[src/design/pswin_pkg.sv]
// Shared constants, types and register map for the program space data window
package pswin_pkg;

  // Widths of the data side and the program memory side
  localparam int unsigned DATA_ADDR_W = 16;
  localparam int unsigned DATA_W = 16;
  localparam int unsigned PM_WORD_W = 24;
  localparam int unsigned PAGE_W = 8;
  localparam int unsigned OFFS_W = 15;
  localparam int unsigned PM_ADDR_W = PAGE_W + OFFS_W;
  localparam int unsigned APB_ADDR_W = 12;
  localparam int unsigned APB_DATA_W = 32;

  // Window region: top data address bit selects it
  localparam int unsigned WINDOW_SEL_BIT = 15;
  localparam logic [DATA_ADDR_W-1:0] WINDOW_BASE = 16'h8000;

  // Register byte offsets
  localparam logic [APB_ADDR_W-1:0] CORE_CTRL_OFFSET = 12'h000;
  localparam logic [APB_ADDR_W-1:0] PAGE_OFFSET = 12'h004;
  localparam logic [APB_ADDR_W-1:0] STATUS_OFFSET = 12'h008;

  // Field positions and reset values
  localparam int unsigned WINDOW_ENABLE_BIT = 2;
  localparam int unsigned STATUS_BUSY_BIT = 0;
  localparam int unsigned STATUS_STALL_BIT = 1;
  localparam int unsigned STATUS_LAST_WIN_BIT = 2;
  localparam int unsigned STATUS_W = 3;
  localparam logic WINDOW_ENABLE_RESET = 1'b0;
  localparam logic [PAGE_W-1:0] PAGE_RESET = 8'h00;

  // Extra stall cycles added to a windowed read
  localparam int unsigned EXTRA_W = 2;
  localparam logic [EXTRA_W-1:0] EXTRA_NONE = 2'h0;
  localparam logic [EXTRA_W-1:0] EXTRA_ONE = 2'h1;
  localparam logic [EXTRA_W-1:0] EXTRA_TWO = 2'h2;

  // Class of the instruction that issues the read
  typedef enum logic [1:0] {
    CLASS_WORD_MOVE,
    CLASS_DWORD_MOVE,
    CLASS_OTHER
  } instr_class_t;

  // Core data read request
  typedef struct packed {
    logic [DATA_ADDR_W-1:0] addr;
    instr_class_t cls;
    logic in_repeat;
    logic rep_first;
    logic rep_last;
    logic rep_irq_exit;
    logic rep_irq_reenter;
  } rd_req_t;

  // APB request from the master
  typedef struct packed {
    logic psel;
    logic penable;
    logic pwrite;
    logic [APB_ADDR_W-1:0] paddr;
    logic [APB_DATA_W-1:0] pwdata;
  } apb_req_t;

  // APB answer from this slave
  typedef struct packed {
    logic [APB_DATA_W-1:0] prdata;
    logic pready;
    logic pslverr;
  } apb_rsp_t;

endpackage : pswin_pkg

[src/design/window_regs.sv]
// APB register file: core control, window page and status
`timescale 1ns/100ps
module window_regs (
  input wire logic i_clk_sys,
  input wire logic i_rst_n,
  input wire pswin_pkg::apb_req_t i_apb,
  output pswin_pkg::apb_rsp_t o_apb,
  input wire logic [pswin_pkg::STATUS_W-1:0] i_status,
  output logic o_window_enable,
  output logic [pswin_pkg::PAGE_W-1:0] o_page
);
  import pswin_pkg::*;

  // Phase and address decode
  wire setup = i_apb.psel && !i_apb.penable;
  wire access = i_apb.psel && i_apb.penable && o_apb.pready;
  wire hit_ctrl = i_apb.paddr == CORE_CTRL_OFFSET;
  wire hit_page = i_apb.paddr == PAGE_OFFSET;
  wire hit_status = i_apb.paddr == STATUS_OFFSET;
  wire mapped = hit_ctrl || hit_page || hit_status;
  wire [APB_DATA_W-1:0] ctrl_word = APB_DATA_W'({o_window_enable, 2'h0});
  wire [APB_DATA_W-1:0] page_word = APB_DATA_W'(o_page);
  wire [APB_DATA_W-1:0] status_word = APB_DATA_W'(i_status);
  wire [APB_DATA_W-1:0] rd_mux = hit_ctrl ? ctrl_word :
                                 hit_page ? page_word :
                                 hit_status ? status_word : 32'h0000_0000;

  // No wait state: answer prepared in setup, ready in the first access cycle
  always_ff @(posedge i_clk_sys) begin
    if (!i_rst_n) begin
      o_apb <= '0;
    end else begin
      o_apb.pready <= setup;
      o_apb.pslverr <= setup && !mapped;
      o_apb.prdata <= (setup && !i_apb.pwrite) ? rd_mux : 32'h0000_0000;
    end
  end

  // Writes land only at the completing edge
  always_ff @(posedge i_clk_sys) begin
    if (!i_rst_n) begin
      o_window_enable <= WINDOW_ENABLE_RESET;
      o_page <= PAGE_RESET;
    end else if (access && i_apb.pwrite) begin
      if (hit_ctrl) o_window_enable <= i_apb.pwdata[WINDOW_ENABLE_BIT];
      if (hit_page) o_page <= i_apb.pwdata[PAGE_W-1:0];
    end
  end

endmodule : window_regs

[src/design/window_stall_timer.sv]
// Extra cycle choice and stall counter for windowed reads
`timescale 1ns/100ps
module window_stall_timer (
  input wire logic i_clk_sys,
  input wire logic i_rst_n,
  input wire pswin_pkg::rd_req_t i_req,
  input wire logic i_start,
  input wire logic [pswin_pkg::EXTRA_W-1:0] i_load,
  output logic [pswin_pkg::EXTRA_W-1:0] o_extra,
  output logic o_last
);
  import pswin_pkg::*;

  // Repeat edges that still pay the full penalty
  wire rep_edge = i_req.rep_first || i_req.rep_last || i_req.rep_irq_exit || i_req.rep_irq_reenter;
  wire is_move = (i_req.cls == CLASS_WORD_MOVE) || (i_req.cls == CLASS_DWORD_MOVE);
  logic [EXTRA_W-1:0] count;

  // Penalty selection by loop position and instruction class
  always_comb begin
    if (i_req.in_repeat) begin
      o_extra = rep_edge ? EXTRA_TWO : EXTRA_NONE;
    end else begin
      o_extra = is_move ? EXTRA_ONE : EXTRA_TWO;
    end
  end

  assign o_last = count == EXTRA_ONE;

  // Down counter of remaining stall cycles
  always_ff @(posedge i_clk_sys) begin
    if (!i_rst_n) begin
      count <= EXTRA_NONE;
    end else if (i_start) begin
      count <= i_load;
    end else if (count != EXTRA_NONE) begin
      count <= count - EXTRA_ONE;
    end
  end

endmodule : window_stall_timer

[src/design/program_space_data_window.sv]
// Data space window onto a page of program memory, with APB registers
//
// The address map and the APB slave port were chosen for this implementation.
`timescale 1ns/100ps
module program_space_data_window (
  input wire logic i_clk_sys,
  input wire logic i_rst_n,
  input wire pswin_pkg::apb_req_t i_apb,
  output pswin_pkg::apb_rsp_t o_apb,
  input wire logic i_rd_valid,
  input wire pswin_pkg::rd_req_t i_rd,
  input wire logic i_table_active,
  output logic o_busy,
  output logic o_stall,
  output logic o_rd_ack,
  output logic [pswin_pkg::DATA_W-1:0] o_rd_data,
  output logic o_pm_req,
  output logic [pswin_pkg::PM_ADDR_W-1:0] o_pm_addr,
  input wire logic [pswin_pkg::PM_WORD_W-1:0] i_pm_data,
  output logic o_dm_req,
  output logic [pswin_pkg::DATA_ADDR_W-1:0] o_dm_addr,
  input wire logic [pswin_pkg::DATA_W-1:0] i_dm_data
);
  import pswin_pkg::*;

  typedef enum logic [2:0] {
    ST_IDLE,
    ST_DM_WAIT,
    ST_PM_WAIT,
    ST_CAPTURE,
    ST_STALL,
    ST_DONE
  } state_t;

  state_t state;
  state_t next_state;
  logic window_enable;
  logic [PAGE_W-1:0] page;
  logic [EXTRA_W-1:0] extra;
  logic [EXTRA_W-1:0] extra_q;
  logic stall_last;
  logic last_windowed;
  logic [STATUS_W-1:0] status;

  // Software side registers
  window_regs u_regs (
    .i_clk_sys(i_clk_sys),
    .i_rst_n(i_rst_n),
    .i_apb(i_apb),
    .o_apb(o_apb),
    .i_status(status),
    .o_window_enable(window_enable),
    .o_page(page)
  );

  // Request decode: window hit needs top bit, enable and no table access
  wire accept = i_rd_valid && (state == ST_IDLE);
  wire top_bit = i_rd.addr[WINDOW_SEL_BIT];
  wire window_hit = top_bit && window_enable && !i_table_active;
  wire [PM_ADDR_W-1:0] pm_addr_map = {page, i_rd.addr[OFFS_W-1:0]};
  wire second_fetch = (state == ST_PM_WAIT) && (extra_q != EXTRA_NONE);
  wire timer_start = (state == ST_CAPTURE) && (extra_q != EXTRA_NONE);
  wire [DATA_W-1:0] read_word = last_windowed ? i_pm_data[DATA_W-1:0] : i_dm_data;
  wire loop_edge = i_rd.rep_first || i_rd.rep_last || i_rd.rep_irq_exit || i_rd.rep_irq_reenter;
  wire move_class = (i_rd.cls == CLASS_WORD_MOVE) || (i_rd.cls == CLASS_DWORD_MOVE);
  assign status = {last_windowed, o_stall, o_busy};

  // Penalty choice and stall count
  window_stall_timer u_timer (
    .i_clk_sys(i_clk_sys),
    .i_rst_n(i_rst_n),
    .i_req(i_rd),
    .i_start(timer_start),
    .i_load(extra_q),
    .o_extra(extra),
    .o_last(stall_last)
  );

  // Next state of the read sequencer
  always_comb begin
    next_state = state;
    case (state)
      ST_IDLE: begin
        if (accept) next_state = window_hit ? ST_PM_WAIT : ST_DM_WAIT;
      end
      ST_DM_WAIT: begin
        next_state = ST_CAPTURE;
      end
      ST_PM_WAIT: begin
        next_state = ST_CAPTURE;
      end
      ST_CAPTURE: begin
        next_state = (extra_q == EXTRA_NONE) ? ST_DONE : ST_STALL;
      end
      ST_STALL: begin
        if (stall_last) next_state = ST_DONE;
      end
      ST_DONE: begin
        next_state = ST_IDLE;
      end
      default: begin
        next_state = ST_IDLE;
      end
    endcase
  end

  // State register
  always_ff @(posedge i_clk_sys) begin
    if (!i_rst_n) begin
      state <= ST_IDLE;
    end else begin
      state <= next_state;
    end
  end

  // Request capture and penalty latch
  always_ff @(posedge i_clk_sys) begin
    if (!i_rst_n) begin
      extra_q <= EXTRA_NONE;
      last_windowed <= 1'b0;
    end else if (accept) begin
      extra_q <= window_hit ? extra : EXTRA_NONE;
      last_windowed <= window_hit;
    end
  end

  // Program memory port: second fetch when the access is penalised
  always_ff @(posedge i_clk_sys) begin
    if (!i_rst_n) begin
      o_pm_req <= 1'b0;
      o_pm_addr <= '0;
    end else begin
      o_pm_req <= (accept && window_hit) || second_fetch;
      if (accept && window_hit) o_pm_addr <= pm_addr_map;
    end
  end

  // Data memory port for ordinary reads
  always_ff @(posedge i_clk_sys) begin
    if (!i_rst_n) begin
      o_dm_req <= 1'b0;
      o_dm_addr <= '0;
    end else begin
      o_dm_req <= accept && !window_hit;
      if (accept && !window_hit) o_dm_addr <= i_rd.addr;
    end
  end

  // Answer, stall and busy outputs; memory data taken one cycle after the fetch
  always_ff @(posedge i_clk_sys) begin
    if (!i_rst_n) begin
      o_rd_ack <= 1'b0;
      o_rd_data <= '0;
      o_stall <= 1'b0;
      o_busy <= 1'b0;
    end else begin
      o_rd_ack <= (next_state == ST_DONE);
      if (state == ST_CAPTURE) begin
        o_rd_data <= read_word;
      end
      o_stall <= (next_state == ST_STALL);
      o_busy <= (next_state != ST_IDLE);
    end
  end
endmodule : program_space_data_window

[config.mk]
export PLATFORM = sky130hd
export DESIGN_NAME = program_space_data_window
export DESIGN_NICKNAME = d
export VERILOG_FILES = /design/src/design/pswin_pkg.sv /design/src/design/window_regs.sv /design/src/design/window_stall_timer.sv /design/src/design/program_space_data_window.sv
export SDC_FILE = /design/constraint.sdc
export NUM_CORES = 1
export LEC_CHECK = 0
export BUFFER_PORTS_ARGS = -buffer_cell sky130_fd_sc_hd__buf_2
export CAP_MARGIN = 20
export CORE_ASPECT_RATIO = 0.6
export CORE_MARGIN = 2
export CORE_UTILIZATION = 47
export CTS_CLUSTER_SIZE = 8
export DETAILED_ROUTE_END_ITERATION = 10
export PLACE_DENSITY = 0.85
export SLEW_MARGIN = 25
export SYNTH_ARGS = -nofsm -noshare
export SYNTH_HDL_FRONTEND = slang
export SYNTH_SLANG_ARGS = --single-unit
[constraint.sdc]
create_clock -name i_clk_sys -period 4.8 [get_ports i_clk_sys]
set_input_delay 0.96 -clock i_clk_sys [delete_from_list [all_inputs] [get_ports i_clk_sys]]
set_output_delay 0.96 -clock i_clk_sys [all_outputs]
set_load 0.02 [all_outputs]
==> results.py <==
metrics = {
    "run_status": {
        "status": "complete, no violations",
    },
    "floorplan": {
        "die_w_microns": 118,
        "ios": 208,
        "start_util": 0.496,
        "fp.dieH_microns": 72.5,
        "die_area_sq_um": 8570,
        "fp.coreArea_sq_um": 7420,
        "rows": 24,
    },
    "cells_and_area": {
        "synthToLayoutAreaGrowth_pct": 27.7,
        "drive_gt1_frac": 0.321,
        "n_antenna_cell": 0,
        "design_area_sq_um": 4700,
        "fin_util": 0.633,
        "layout.nets": 663,
    },
    "critical_path": {
        "cp-end-kind": "flop",
        "reg2regPathDepth": 4,
        "worstSetupPathType": "primary input to flop",
        "crit_required_ns": 4.99,
        "worstPathMaxFanout": 64,
        "ff2ff_setup_slack_ns": 2.76,
        "cp.arrival_ns": 2.73,
        "setup.worst_path.start_class": "primary input",
    },
    "flow_run": {
        "maxCapViolations": 0,
    },
    "clock_network": {
        "clock_path_buffers": 2,
        "cts_setup_buffers": 0,
        "clk_pin_slew_ns": 0.06,
        "cts_made_buffers": 9,
        "cts_sinks": 87,
        "cts_resized": 0,
        "h-tree-depth": 3,
        "hold_buffers": 0,
        "cts_tree": "yes",
        "root_buffer": "clkbuf_16",
        "clock_latency_ns": 0.33,
    },
    "power_and_ir_drop": {
        "power_density_nw_per_um2": 418,
        "leakagePower_nw": 2.03,
        "total_power_mw": 1.96,
        "ir_drop_mv": 0.251,
    },
    "route": {
        "wire_per_inst_microns": 14.3,
        "ant_nets": 0,
        "routed_wl_mm": 9.36,
        "dr.pass1.iters": 5,
        "drt_iter0_drc": 258,
        "viasPerCell": 5.31,
        "vias": 3481,
        "drcViolationCount": 0,
    },
    "min_path": {
        "worstHoldPathCells": 2,
        "hp-class": "flop to flop",
    },
    "sta": {
        "min_period_ns": 2.54,
        "timing.hold.ws_ns": 0.469,
        "drv_slew": 0,
        "totalNegativeSetupSlack_ns": 0,
        "hold_violations": 0,
        "fmax_mhz": 394,
        "layout_worst_path_cycle_share": 0.529,
        "worstMarginPinSlew_ns": 0.859,
        "setup_viol": 0,
        "slew_headroom": 0.426,
        "fin_skew_ns": 0.00661,
        "rsz0062_at_grt": "false",
    },
    "yosys": {
        "synth_seq_cells": 87,
        "synth-edff-count": 0,
        "synth_warnings": 0,
        "synthCells": 418,
        "seq_area_frac_synth": 0.473,
        "synthesis.area_sq_um": 3680,
        "synth_top_flop_cell": "dfxtp_1",
        "synth_async_sr_flop_share": 0,
        "syn_avg_cell_area_sq_um": 8.80,
        "synth.distinct_cells": 43,
    },
    "global_routing": {
        "grt_max_degree": 65,
        "overflow": 0,
        "grt_pass1_vias": 3222,
        "antenna_found_initial": 0,
        "grt_pass1_wl_mm": 15.1,
        "grtUsageTotal": 0.218,
    },
    "placement": {
        "globalplace.congestion": 0.840,
        "portBuffers": 150,
        "place_area_sq_um": 4360,
        "dpl.hpwl_mm": 6.56,
    },
}
==> cell usage in the layout, fill, tap and decap left out, types with 2 or more instances in the layout <==
| cell | instances |
|---|---|
| nor4_1 | 4 |
| nor2_1 | 23 |
| a2111oi_0 | 2 |
| clkbuf_8 | 3 |
| dfxtp_1 | 86 |
| nand3_1 | 40 |
| nor2b_1 | 3 |
| bufinv_16 | 2 |
| a22oi_1 | 2 |
| and2b_1 | 2 |
| conb_1 | 24 |
| o21ai_0 | 44 |
| and2_1 | 6 |
| or4b_2 | 2 |
| nor3_1 | 3 |
| buf_4 | 4 |
| or4_1 | 5 |
| clkinv_2 | 2 |
| ha_1 | 2 |
| buf_2 | 150 |
| inv_1 | 3 |
| nand2_1 | 23 |
| a211oi_1 | 16 |
| clkbuf_16 | 9 |
| a21oi_1 | 45 |
| mux2i_1 | 26 |
==> through the flow <==
stage / cells / setup WS [ns]
after floorplan: 441 / 2.32
after global placement: 640 / 2.07
after detailed placement: 640 / 2.01
after CTS: 655 / 2.35
after global routing: 655 / 2.05
final: 655 / 2.26
==> critical path: stages <==
cell and delay (ns):
buf_2 0.35, clkinv_2 0.79, a2111oi_0 0.61
==> cells in the mapped netlist (all sizes together), types with 2 or more instances <==
library cell | instances | area [sq um]
dfxtp | 87 | 1740
clkbuf | 25 | 93.8
and2 | 6 | 37.5
or4 | 5 | 37.5
a21oi | 45 | 225
buf | 34 | 225
and3b | 2 | 17.5
inv | 4 | 15.0
mux2i | 26 | 260
nor2b | 3 | 18.8
nand3 | 40 | 200
nand2 | 23 | 86.3
or4b | 3 | 30.0
a211oi | 16 | 120
nor3 | 3 | 15.0
o21ai | 44 | 220
nor2 | 23 | 86.3
nor4 | 5 | 46.3
a2111oi | 2 | 17.5
a22oi | 2 | 15.0
and2b | 2 | 15.0
ha | 2 | 25.0
==> metal layers <==
layer	track usage	vias to the layer above	routed length (microns)	part of all wire
li1	-	1697	-	-
met1	0.263	1626	4090	0.44
met2	0.369	154	4310	0.46
met3	0.0959	4	916	0.098
met4	0.0442	0	41	0.0044
met5	0	-	0	0
==> area by class of cell <==
type / count / area (sq um)
fill: 644 / 2720
sequential: 87 / 1740
multi-input combinational: 291 / 1700
timing repair buffer: 154 / 781
clock buffer: 12 / 267
tap: 104 / 130
clock inverter: 3 / 65.1
inverter: 4 / 16.3
==> state kept, by name (all words and copies together), names as in the netlist <==
signal	flops
o_dm_addr	16
state	3
u_timer.count	2
o_pm_req	1
o_rd_ack	1
o_dm_req	1
last_windowed	1
o_pm_addr	23
u_regs.o_window_enable	1
o_rd_data	16
o_busy	1
o_stall	1
u_regs.o_apb	10
extra_q	2
u_regs.o_page	8
==> final timing paths <==
path	startpoint	end
max reg2reg	state[0]	o_dm_addr[5]
min	u_regs.o_page[5]	u_regs.o_page[5]
max	i_rst_n	state[1]
min reg2reg	u_regs.o_page[5]	u_regs.o_page[5]
==> cells by family after synthesis <==
group,Yosys count,synth area share
buffers and inverters,63,0.0908
adders and majority gates,2,0.00680
DFF,87,0.473
other,1,0.00102
and+or+nand+nor,122,0.175
AOI/OAI and AO/OA,116,0.180
muxes,26,0.0707
xor gates and xnor gates,1,0.00238
==> where the power goes <==
part	switching, mW	internal (mW)	total, mW
clock	0.266	0.495	0.761
combinational	0.247	0.137	0.384
sequential	0.0379	0.780	0.818
total	0.551	1.41	1.96
Note: power is estimated with default switching activity, not from simulation.
